## src/core/tift_defs.vh

```
// Purpose: Shared constants for the input frame timing front end.
// Assumes: Core clock of 40 MHz; times are in nanoseconds.
// Notes:   Cycle counts are derived from the times where they are used; only the frame tolerance is given in cycles.
`ifndef TIFT_DEFS_VH
`define TIFT_DEFS_VH

`define TIFT_CLK_MHZ        40
`define TIFT_FRAME_NS       125000
`define TIFT_FP_NARROW_NS   61
`define TIFT_FP_MID_NS      122
`define TIFT_FP_WIDE_NS     244
`define TIFT_FP_LIMIT_NS    488
`define TIFT_NS_PER_US      1000
`define TIFT_SETTLE_DONE    2'h3
`define TIFT_FRAME_TOL_CYC  16
`define TIFT_CNT_W          14
`define TIFT_EDGE_W         11
`define TIFT_BITS_PER_CHAN  4
`define TIFT_WIDTH_NARROW   2'h0
`define TIFT_WIDTH_MID      2'h1
`define TIFT_WIDTH_WIDE     2'h2
`define TIFT_WIDTH_BAD      2'h3

`endif

```

## src/core/tift_input_frame_timing.v

```verilog
// Purpose: Finds the input frame boundary from a serial bit clock and frame pulse.
// Assumes: Serial clock and frame pulse are asynchronous pins sampled by clk_in.
// Notes:   The serial clock must be slow enough that 40 MHz sampling sees each phase.
//
// Contract
// Accept a 4.096, 8.192 or 16.384 MHz bit clock for input timing.
// Source clock runs at least twice the highest input data rate.
// Default: clock falling edge during the frame pulse starts each frame.
// With edge select set, the rising clock edge marks the boundary.
// Recognise frame pulses about 61, 122 or 244 ns wide.
// Source drives the pulse width matching the fastest active stream.
// Exactly one frame pulse per 8 kHz frame period is expected.
// With polarity select high, an active-high frame pulse is accepted.
// Bit and channel counters restart at every detected frame boundary.
`timescale 1ns/10ps
`default_nettype none
`include "tift_defs.vh"

module tift_input_frame_timing #(
    parameter integer FRAME_CYCLES = `TIFT_FRAME_NS * `TIFT_CLK_MHZ / 1000,
    parameter integer FRAME_TOL    = `TIFT_FRAME_TOL_CYC
) (
    // Clock and reset
    input  wire                     clk_in,
    input  wire                     reset_n_in,
    // Timing source pins
    input  wire                     serial_clock_in,
    input  wire                     frame_pulse_in,
    // Static configuration
    input  wire                     clock_edge_sel_in,
    input  wire                     frame_pulse_polarity_sel_in,
    // Timing outputs
    output reg                      frame_start_out,
    output reg                      bit_edge_out,
    output reg  [`TIFT_EDGE_W-1:0]  bit_count_out,
    output reg  [`TIFT_EDGE_W-`TIFT_BITS_PER_CHAN-1:0] channel_count_out,
    output reg  [1:0]               pulse_width_out,
    output reg                      frame_lock_out,
    output reg                      frame_error_out
);

    ////////////////////////////////////////////////////////////////////////////
    // Width classes in core cycles, split halfway between neighbouring widths.
    localparam integer NARROW_MID_CYC = (`TIFT_FP_NARROW_NS + `TIFT_FP_MID_NS) * `TIFT_CLK_MHZ
                                        / (2 * `TIFT_NS_PER_US);
    localparam integer MID_WIDE_CYC   = (`TIFT_FP_MID_NS + `TIFT_FP_WIDE_NS) * `TIFT_CLK_MHZ
                                        / (2 * `TIFT_NS_PER_US);
    localparam integer WIDE_MAX_CYC   = `TIFT_FP_LIMIT_NS * `TIFT_CLK_MHZ / `TIFT_NS_PER_US;
    localparam integer PER_MIN_INT    = FRAME_CYCLES - FRAME_TOL;
    localparam integer PER_MAX_INT    = FRAME_CYCLES + FRAME_TOL;
    localparam [`TIFT_CNT_W-1:0]  PER_MIN    = PER_MIN_INT[`TIFT_CNT_W-1:0];
    localparam [`TIFT_CNT_W-1:0]  PER_MAX    = PER_MAX_INT[`TIFT_CNT_W-1:0];
    localparam [`TIFT_CNT_W-1:0]  CNT_ZERO   = {`TIFT_CNT_W{1'b0}};
    localparam [`TIFT_CNT_W-1:0]  CNT_ONE    = {{(`TIFT_CNT_W-1){1'b0}}, 1'b1};
    localparam [`TIFT_CNT_W-1:0]  CNT_ALL    = {`TIFT_CNT_W{1'b1}};
    localparam [`TIFT_EDGE_W-1:0] EDGE_ZERO  = {`TIFT_EDGE_W{1'b0}};
    localparam [`TIFT_EDGE_W-1:0] EDGE_ONE   = {{(`TIFT_EDGE_W-1){1'b0}}, 1'b1};
    localparam [1:0]              SETTLE_ONE = 2'h1;

    // Maps a measured active time in core cycles onto one of the three data rates, or TIFT_WIDTH_BAD past the limit.
    function [1:0] classify_width;
        input [`TIFT_CNT_W-1:0] cycles;
        begin
            if (cycles <= NARROW_MID_CYC[`TIFT_CNT_W-1:0]) begin
                classify_width = `TIFT_WIDTH_NARROW;
            end else if (cycles <= MID_WIDE_CYC[`TIFT_CNT_W-1:0]) begin
                classify_width = `TIFT_WIDTH_MID;
            end else if (cycles <= WIDE_MAX_CYC[`TIFT_CNT_W-1:0]) begin
                classify_width = `TIFT_WIDTH_WIDE;
            end else begin
                classify_width = `TIFT_WIDTH_BAD;
            end
        end
    endfunction

    // Saturating increment, so a stuck pin cannot wrap a measurement back into range.
    function [`TIFT_CNT_W-1:0] sat_inc;
        input [`TIFT_CNT_W-1:0] value;
        begin
            if (value == CNT_ALL) begin
                sat_inc = value;
            end else begin
                sat_inc = value + CNT_ONE;
            end
        end
    endfunction

    ////////////////////////////////////////////////////////////////////////////
    reg  [1:0]              ck_sync_reg;
    reg  [1:0]              fp_sync_reg;
    reg  [1:0]              settle_reg;
    reg                     ck_prev_reg;
    reg                     fp_act_prev_reg;
    reg                     armed_reg;
    reg                     armed_next;
    reg  [`TIFT_CNT_W-1:0]  period_reg;
    reg  [`TIFT_CNT_W-1:0]  period_next;
    reg  [`TIFT_CNT_W-1:0]  width_reg;
    reg  [`TIFT_CNT_W-1:0]  width_next;
    reg  [`TIFT_EDGE_W-1:0] edge_cnt_reg;
    reg  [`TIFT_EDGE_W-1:0] edge_cnt_next;
    reg  [1:0]              pulse_width_next;
    reg                     frame_lock_next;
    reg                     frame_error_next;

    // Nothing is judged until the synchronisers and the edge history hold real pin
    // samples; otherwise the reset value of the history would look like an edge.
    wire settled  = (settle_reg == `TIFT_SETTLE_DONE);
    wire ck_now   = ck_sync_reg[1];
    wire fp_act   = settled & (frame_pulse_polarity_sel_in ? fp_sync_reg[1] : ~fp_sync_reg[1]);
    wire rise     = settled & ck_now & ~ck_prev_reg;
    wire fall     = settled & ~ck_now & ck_prev_reg;
    wire sel_edge = clock_edge_sel_in ? rise : fall;
    // Armed keeps a wide pulse, which spans several clock edges, to one boundary.
    wire boundary = sel_edge & fp_act & armed_reg;

    ////////////////////////////////////////////////////////////////////////////
    // Pin synchronisers and edge history.
    always @(posedge clk_in) begin
        if (!reset_n_in) begin
            ck_sync_reg     <= 2'h0;
            fp_sync_reg     <= 2'h0;
            settle_reg      <= 2'h0;
            ck_prev_reg     <= 1'b0;
            fp_act_prev_reg <= 1'b0;
        end else begin
            ck_sync_reg     <= {ck_sync_reg[0], serial_clock_in};
            fp_sync_reg     <= {fp_sync_reg[0], frame_pulse_in};
            ck_prev_reg     <= ck_now;
            fp_act_prev_reg <= fp_act;
            if (!settled) begin
                settle_reg <= settle_reg + SETTLE_ONE;
            end
        end
    end

    ////////////////////////////////////////////////////////////////////////////
    always @* begin
        armed_next = armed_reg;
        if (boundary) begin
            armed_next = 1'b0;
        end else if (settled && !fp_act) begin
            armed_next = 1'b1;
        end
    end

    // Pulse width is measured on the active level and judged when it ends.
    always @* begin
        width_next       = width_reg;
        pulse_width_next = pulse_width_out;
        if (fp_act) begin
            width_next = sat_inc(width_reg);
        end else begin
            width_next = CNT_ZERO;
            if (fp_act_prev_reg) begin
                pulse_width_next = classify_width(width_reg);
            end
        end
    end

    // Counting assumes two serial clocks per data bit.
    always @* begin
        edge_cnt_next = edge_cnt_reg;
        if (boundary) begin
            edge_cnt_next = EDGE_ZERO;
        end else if (sel_edge) begin
            edge_cnt_next = edge_cnt_reg + EDGE_ONE;
        end
    end

    // One pulse per 8 kHz frame: early or missing pulses are flagged.
    always @* begin
        period_next      = sat_inc(period_reg);
        frame_lock_next  = frame_lock_out;
        frame_error_next = 1'b0;
        if (boundary) begin
            period_next     = CNT_ZERO;
            frame_lock_next = 1'b1;
            if (frame_lock_out && (period_reg < PER_MIN || period_reg > PER_MAX)) begin
                frame_error_next = 1'b1;
            end
        end else if (frame_lock_out && period_reg == PER_MAX) begin
            frame_error_next = 1'b1;
            frame_lock_next  = 1'b0;
        end
    end

    ////////////////////////////////////////////////////////////////////////////
    always @(posedge clk_in) begin
        if (!reset_n_in) begin
            armed_reg         <= 1'b0;
            period_reg        <= CNT_ZERO;
            width_reg         <= CNT_ZERO;
            edge_cnt_reg      <= EDGE_ZERO;
            frame_start_out   <= 1'b0;
            bit_edge_out      <= 1'b0;
            bit_count_out     <= EDGE_ZERO;
            channel_count_out <= {(`TIFT_EDGE_W-`TIFT_BITS_PER_CHAN){1'b0}};
            pulse_width_out   <= `TIFT_WIDTH_NARROW;
            frame_lock_out    <= 1'b0;
            frame_error_out   <= 1'b0;
        end else begin
            armed_reg         <= armed_next;
            period_reg        <= period_next;
            width_reg         <= width_next;
            edge_cnt_reg      <= edge_cnt_next;
            frame_start_out   <= boundary;
            bit_edge_out      <= sel_edge;
            bit_count_out     <= edge_cnt_reg;
            channel_count_out <= edge_cnt_reg[`TIFT_EDGE_W-1:`TIFT_BITS_PER_CHAN];
            pulse_width_out   <= pulse_width_next;
            frame_lock_out    <= frame_lock_next;
            frame_error_out   <= frame_error_next;
        end
    end

endmodule
`default_nettype wire

```

## config.mk

```make
export PLATFORM = sky130hd
export DESIGN_NAME = tift_input_frame_timing
export DESIGN_NICKNAME = d
export VERILOG_FILES = /design/src/core/tift_input_frame_timing.v
export VERILOG_INCLUDE_DIRS = /design/src /design/src/core
export SDC_FILE = /design/constraint.sdc
export NUM_CORES = 1
export LEC_CHECK = 0
export ABC_CLOCK_PERIOD_IN_PS = 1700
export BUFFER_PORTS_ARGS = -buffer_cell sky130_fd_sc_hd__clkbuf_2
export CORE_MARGIN = 10
export CORE_UTILIZATION = 52
export DETAILED_ROUTE_END_ITERATION = 8
export PLACE_DENSITY = 0.73
export REMOVE_ABC_BUFFERS = 1
export SLEW_MARGIN = 10
export SYNTH_ARGS = -nofsm -noshare
export SYNTH_HDL_FRONTEND = slang
export SYNTH_SLANG_ARGS = --single-unit
```

## constraint.sdc

```tcl
create_clock -name clk_in -period 1.7 [get_ports clk_in]
set_input_delay 0.17 -clock clk_in [delete_from_list [all_inputs] [get_ports clk_in]]
set_output_delay 0.17 -clock clk_in [all_outputs]
set_load 0.01 [all_outputs]
```

# Word-level counts from Yosys, hierarchy flattened
# Index checks and enable logic that the tools add are counted.
# op_classes
n_reduce_logical,9
n_addsub,4
div_mod_pow,0
eq_ne,4
order_cmp,5
multipliers,0
n_mux,10
n_shift,0
bitwise_logic,12
# ops
operator,count
adder 14 x 1 -> 14 bit (second input constant),2
== test 14 bit (second input constant),2
== test 14 x 13 -> 1 bit (second input constant),1
> comparator 14 x 13 -> 1 bit (second input constant),1
less-or-equal comparator 14 x 2 -> 1 bit (second input constant),1
less-or-equal comparator 14 x 3 -> 1 bit (second input constant),1
less-or-equal comparator 14 x 5 -> 1 bit (second input constant),1
less-than comparator 14 x 13 -> 1 bit (second input constant),1
adder 11 x 1 -> 11 bit (second input constant),1
two-way mux 1 bit,8
AND 1 bit,7
NOT 1 bit,5
two-way mux 2 bit,2
AND reduction 2 bit,2
logical AND 1 bit,3
adder 2 x 1 -> 2 bit (second input constant),1
== test 2 bit (second input constant),1
nonzero test 2 bit,1
OR reduction 2 bit,1
zero test 1 bit,1
logical OR 1 bit,1
# word_totals
output_inout_bits,24
wordCells,60
inputBits,6
regBits,72
mem_bits_rw,0
latch_bits,0
romBits,0
n_memories,0

# Logic depth before layout (Yosys ltp)
# Gate-level depths: netlist (run 1).
# depth
ltp_word,7
ltp_mapped,8

# Worst setup path before layout (run 1)
# OpenSTA, ideal clock, no wires.
# synth_timing
path_type,reg2reg
start,register width_reg[0]
end,register width_reg[1]
setup_slack_ns,-0.048
stages_incl_launch_ff,6
t_arrival_ns,1.620
cell_sequence,dfxtp_1 ha_1 nand4_1 nor4_2 mux2i_1 nor2_1
# synth_between
elab_chain_len,1
# synth_lines
item,line,source
"start, declared",tift_input_frame_timing.v:98,reg [`TIFT_CNT_W-1:0] width_reg;
"start signal, assigned",tift_input_frame_timing.v:205,width_reg <= width_next;
adder 14 x 1 -> 14 bit or == test 14 bit (tied branches),"tift_input_frame_timing.v:83, tift_input_frame_timing.v:80",
# Several ways; a longest one is shown, not always the timed one.
# A chain may end at the register's enable or synchronous reset.

# Worst setup path after layout (run 1)
# layout_timing
start,register period_reg[0]
end,register period_reg[7]
# layout_between
elab_chain_len,1
# layout_lines
item,line,source
"start, declared",tift_input_frame_timing.v:96,reg [`TIFT_CNT_W-1:0] period_reg;
"start signal, assigned",tift_input_frame_timing.v:204,period_reg <= period_next;
adder 14 x 1 -> 14 bit or == test 14 bit (tied branches),"tift_input_frame_timing.v:83, tift_input_frame_timing.v:80",
# Several ways; a longest one is shown, not always the timed one.

==> results_dict.tcl, run 1 <==
set metrics [dict create \
    status "finished, final reports clean" \
    clkPwrFrac 0.457 \
    endpoint "period_reg[7]$_SDFFE_PP0P_" \
    ys_types 56 \
    min_path_cells 2 \
    comb_power_share 0.043 \
    power_w 0.00313 \
    synthSimpleGateAreaFrac 0.275 \
    synth_cells 314 \
    grt_usage 0.142 \
    final_layout_size_suffix_gt1_frac 0.234 \
    netlist.area_leader.share 0.454 \
    final_nets 373 \
    clock-sinks 65 \
    yosysMostFrequentCell "dfxtp_1" \
    ys_warn_count 0 \
    cts_buffer_depth 2 \
    async_flop_share 0 \
    synth-xor-area-share 0.0397 \
    place_hpwl_mm 4.25 \
    maxCapViolations 0 \
    synth_compound_area_frac 0.127 \
    wl_per_cell_um 13.5 \
    fin_util 0.649 \
    first_iter_violations 108 \
    core_um2 5240 \
    synth_top_family_by_area "simple AND/OR/NAND/NOR gates" \
    worstPathArrival_ps 1890 \
    critPathRequiredTime_ps 1970 \
    drt-total-wl_mm 5.90 \
    crit_start "period_reg[0]$_SDFFE_PP0P_" \
    cts_post_setup_buffers_inserted 0 \
    drtPass1Iterations 4 \
    r2r_start "period_reg[0]$_SDFFE_PP0P_" \
    drc_errors 0 \
    tightest_slew_ps 407 \
    worstReg2RegEnd "period_reg[7]$_SDFFE_PP0P_" \
    pin_count 30 \
    antenna_found_initial 0 \
    slew_headroom 0.727 \
    initial_core_util 0.548 \
    reg2reg_depth 5 \
    power_density_nw_per_um2 921 \
    intPower_w 0.00243 \
    synth_edf_count 0 \
    critPathMaxFanout 3 \
    die-area_um2 8890 \
    fin_crit_sh 0.951 \
    power.leakage_nw 1.31 \
    met2_usage 0.237 \
    switchingPower_w 0.000699 \
    synth_area_leaders "dfxtp_1 45%, nor2_1 4.8%, and2_1 3.7%" \
    dr_total_vias 2390 \
    grt_pass1_vias 2336 \
    ys_ff_latch 65 \
    crit_type "register to register" \
    cp-start-kind "register" \
    die_y_um 94.3 \
    grt_max_degree 18 \
    root_buffer "clkbuf_8" \
    grt_overflow_total 0 \
    worstSetupEndpointType "register" \
    preCtsSetupSlack_ps 89.7 \
    synth_area_leader_cell "dfxtp_1" \
    ys_seq_area_frac 0.454 \
    drv_slew 0 \
    synth_common_cells "65 x dfxtp_1, 37 x nor2_1, 18 x a21oi_1" \
    synth_flop_cell "dfxtp_1" \
    rows 26 \
    r2r_slack_ps 80 \
    min_path_type "input port to register" \
    cts_tree "done" \
    final_hold_viol_count 0 \
    portBuffers 29 \
    top_usage_layer "met2" \
    layout_min_cycle_time_ps 1620 \
    viasPerCell 5.47 \
    yosys.area_share.adder 0.0218 \
    place.gp.congestion 0.870 \
    syn_to_final_growth_pct 18.5 \
    grt_util_met3 0.0576 \
    ant_nets 0 \
    irDropWorstVdd_v 0.000567 \
    grt_pass1_wl_mm 10.3 \
    skew_ps 10.6 \
    use_met1 0.159 \
    muxShareOfSynthArea 0.0244 \
    layout_setup_ws_ps 84.1 \
    power_frac_seq 0.500 \
    rsz0062_at_grt "no" \
    fp.dieW_um 94.3 \
    htree_levels 3 \
    clk_latency_ps 340 \
    p_sw_frac 0.223 \
    setup_viol 0 \
    fmax_mhz 619 \
    diodes 0 \
    syn_area_um2 2870 \
    cts_made_buffers 9 \
    syn_avg_cell_area_um2 9.14 \
    path_clk_slew_ps 70 \
]
## cells by family after synthesis
family,Yosys count
AND/OR/NAND/NOR,139
flip-flops,65
AO/OA/AOI/OAI,57
buffers and inverters,28
XOR/XNOR,13
multiplexers,7
adder cells (fa/ha/maj),5
## per-stage QoR
| stage | setup TNS [ps] | area [um^2] | instances | hold slack, ps |
|---|---|---|---|---|
| 2_1_floorplan | -2080 | 2740 | 297 | 292 |
| 3_3_place_gp | 0 | 3160 | 421 | 377 |
| 3_5_place_dp | 0 | 3160 | 421 | 386 |
| 4_1_cts | 0 | 3380 | 437 | 29.2 |
| 5_1_grt | 0 | 3400 | 437 | 23.9 |
| 6_report | 0 | 3400 | 437 | 40.3 |
## metal layers
layer / vias up / wire, um / share of wire
met2: 47 / 2860 / 0.48
met5: - / 0 / 0
li1: 1223 / - / -
met3: 5 / 378 / 0.064
met4: 0 / 39 / 0.0066
met1: 1115 / 2620 / 0.44
## critical path: stages, from the launching register on
cell	delay (ps)
dfxtp_1	330
ha_1	220
nand4_1	160
nor4_4	80
or4_2	620
a21oi_1	160
## timing repair
action                                  CTS  global route
gates resized for setup                   0             6
endpoints found under the setup margin    0             3
hold buffers                              0             0
## worst min path at each step
stage	endpoint	from
2_1_floorplan	ck_sync_reg[0]$_SDFF_PN0_	reset_n_in
3_3_place_gp	fp_sync_reg[0]$_SDFF_PN0_	frame_pulse_in
3_5_place_dp	fp_sync_reg[0]$_SDFF_PN0_	frame_pulse_in
4_1_cts	fp_sync_reg[0]$_SDFF_PN0_	frame_pulse_in
5_1_grt	ck_sync_reg[0]$_SDFF_PN0_	serial_clock_in
6_report	fp_sync_reg[0]$_SDFF_PN0_	frame_pulse_in
## power groups by stage
stage               Sequential, W  Combinational, W  Clock (W)
detailed placement        0.00160          0.000136          0
CTS                       0.00157          0.000137    0.00145
finish                    0.00157          0.000134    0.00143
global placement          0.00160          0.000126          0
global route              0.00157          0.000156    0.00154
floorplan                 0.00160         0.0000753          0
## layout by cell type (no fill, tap or decap), drive strengths merged, types with 2 or more instances in the layout
| master | netlist | layout |
|---|---|---|
| dfxtp | 65 | 65 |
| xor2 | 3 | 3 |
| nand4 | 9 | 9 |
| and3 | 4 | 4 |
| nor4 | 4 | 4 |
| a31o | 2 | 2 |
| nor2 | 37 | 37 |
| or4 | 4 | 4 |
| nand2b | 2 | 2 |
| xnor2 | 10 | 10 |
| o21ai | 10 | 10 |
| or2 | 4 | 4 |
| o31ai | 3 | 3 |
| a21o | 2 | 2 |
| nor3b | 3 | 3 |
| a31oi | 5 | 5 |
| buf | 11 | 25 |
| mux2i | 7 | 7 |
| inv | 11 | 12 |
| o21a | 2 | 2 |
| clkinvlp | 0 | 2 |
| clkbuf | 6 | 38 |
| a211oi | 6 | 6 |
| ha | 5 | 5 |
| and4 | 4 | 4 |
| and2 | 17 | 17 |
| nand3 | 17 | 17 |
| a21oi | 18 | 18 |
| nor3 | 14 | 14 |
| a311oi | 2 | 2 |
| or3 | 4 | 4 |
| nand2 | 10 | 10 |
| clkinv | 0 | 2 |
| bufinv | 0 | 2 |
## area by class of cell
class	instances	area [um^2]
clock buffer	9	124
clock inverter	7	93.8
fill	441	1840
inverter	11	41.3
multi-input combinational	221	1410
sequential	65	1310
tap	70	87.6
timing repair buffer	54	337
(Power assumes the default switching activity.)
==> run 2, diff against run 1 <==
CORE_UTILIZATION = 46   (was 52)
PLACE_DENSITY = 0.65   (was 0.73)
==> run 2 against run 1 <==
  * First-iteration DRC count fell by 14%
  * Core utilization fell by 7.3 points
  * Clock power fell by 10%
  * Clock skew fell by 3.4 ps
  * Critical path depth fell by 1
  * Total power fell by 4.8%
  * Count of clock-buffer cells in the layout rose by 4
  * Register-to-register slack barely moved
==> results_dict.tcl, run 2 (synthesis gave the netlist of run 1 again) <==
set metrics [dict create \
    holdPathEnd "fp_sync_reg[0]$_SDFF_PN0_" \
    place.gp.congestion 0.812 \
    critPathRequiredTime_ps 1980 \
    viasPerCell 5.43 \
    worstSetupEndpointType "register" \
    worstPathArrival_ps 1900 \
    reg2reg_depth 4 \
    pin_count 30 \
    drv_slew 0 \
    regArea_um2 1310 \
    wl_per_cell_um 13.2 \
    grt_pass1_vias 2199 \
    place_hpwl_mm 4.33 \
    worstReg2RegEnd "period_reg[11]$_SDFFE_PP0P_" \
    irDropWorstVdd_v 0.000513 \
    cts_tree "done" \
    final_cell_mix "61 x dfxtp_1, 37 x nor2_1, 30 x buf_4, 29 x clkbuf_2" \
    clock-sinks 65 \
    postCtsHoldBufs 0 \
    power_density_nw_per_um2 865 \
    grt_max_degree 18 \
    crit_type "register to register" \
    dr_total_vias 2431 \
    maxCapViolations 0 \
    crit_start "period_reg[4]$_SDFFE_PP0P_" \
    min_path_type "input port to register" \
    setup_viol 0 \
    power.leakage_nw 1.33 \
    die-area_um2 9800 \
    hold_start "frame_pulse_in" \
    drt-total-wl_mm 5.92 \
    fmax_mhz 616 \
    fp.dieW_um 99.0 \
    die_y_um 99.0 \
    place_area_um2 3210 \
    diodes 0 \
    slew_headroom 0.736 \
    finalInstanceArea_um2 3450 \
    drc_errors 0 \
    cts_buffer_depth 2 \
    clk_latency_ps 340 \
    path_clk_slew_ps 70 \
    tightest_slew_ps 385 \
    fillers 525 \
    ant_nets 0 \
    cp-start-kind "register" \
    r2r_slack_ps 80 \
    antenna_found_initial 0 \
    htree_levels 3 \
    syn_to_final_growth_pct 20.2 \
    grt_pass1_wl_mm 9.89 \
    final_hold_viol_count 0 \
    r2r_start "period_reg[4]$_SDFFE_PP0P_" \
    drtPass1Iterations 4 \
    final_layout_size_suffix_gt1_frac 0.255 \
    grt_overflow_total 0 \
    skew_ps 7.27 \
    initial_core_util 0.479 \
    critPathMaxFanout 10 \
    first_iter_violations 93 \
    root_buffer "clkbuf_8" \
    layout_commonest_cell "dfxtp_1" \
    status "finished, final reports clean" \
    core_um2 5990 \
    timing.setup.tns_ps 0 \
    rows 28 \
    final_nets 379 \
    layout_min_cycle_time_ps 1620 \
    portBuffers 29 \
    min_path_cells 2 \
    fin_crit_sh 0.954 \
    cts_made_buffers 9 \
    grt_usage 0.118 \
    multi_input_comb_area_um2 1430 \
]
==> run 2: final cells by class <==
cell class / instances / area share
Sequential cell: 65 / 0.379
Tap cell: 75 / 0.0272
Clock buffer: 13 / 0.0432
Timing Repair Buffer: 60 / 0.113
Inverter: 11 / 0.0120
Clock inverter: 3 / 0.0116
Multi-Input combinational cell: 221 / 0.414
==> run 2: per-stage QoR <==
step / setup WS (ps) / hold slack, ps / instances / total power [W] / utilization
6_report: 77.6 / 45.4 / 448 / 0.00298 / 0.576
5_1_grt: -20.5 / 35.6 / 448 / 0.00309 / 0.576
4_1_cts: 34.6 / 31.4 / 445 / 0.00301 / 0.567
3_5_place_dp: 44.1 / 386 / 429 / 0.00174 / 0.535
3_3_place_gp: 110 / 376 / 429 / 0.00173 / 0.535
2_1_floorplan: -105 / 292 / 297 / 0.00168 / -
==> run 2: worst max path at each step <==
| stage | end | slack (ps) | cells past startpoint |
|---|---|---|---|
| 2_1_floorplan | period_reg[10]$_SDFFE_PP0P_ | -100 | 5 |
| 3_3_place_gp | period_reg[11]$_SDFFE_PP0P_ | 110 | 4 |
| 3_5_place_dp | period_reg[11]$_SDFFE_PP0P_ | 40 | 4 |
| 4_1_cts | period_reg[11]$_SDFFE_PP0P_ | 30 | 4 |
| 5_1_grt | period_reg[9]$_SDFFE_PP0P_ | -20 | 5 |
| 6_report | period_reg[11]$_SDFFE_PP0P_ | 80 | 4 |
==> run 2: power by group <==
| group | total (W) | leakage, nW | internal [W] | switching, W |
|---|---|---|---|---|
| Sequential | 0.00157 | 0.528 | 0.00155 | 0.0000155 |
| Combinational | 0.000141 | 0.704 | 0.0000656 | 0.0000753 |
| Clock | 0.00128 | 0.0974 | 0.000715 | 0.000561 |
==> run 2: worst max-delay path, cell delays in order, from the launching register on <==
cell	delay [ps]
dfxtp_1	400
nand4_4	200
or2_1	310
or4b_4	520
a21oi_2	130
==> run 2: repair_timing <==
item / 4_1_cts / 5_1_grt
resized for setup: 0 / 11
setup buffers: 0 / 3
setup endpoints to repair: 0 / 13
==> run 2: metal layers <==
metal	global-route usage	vias to the layer above	share of wire
li1	-	1228	-
met1	0.134	1136	0.44
met2	0.191	56	0.47
met3	0.0475	11	0.071
met4	0.0540	0	0.018
met5	0	-	0
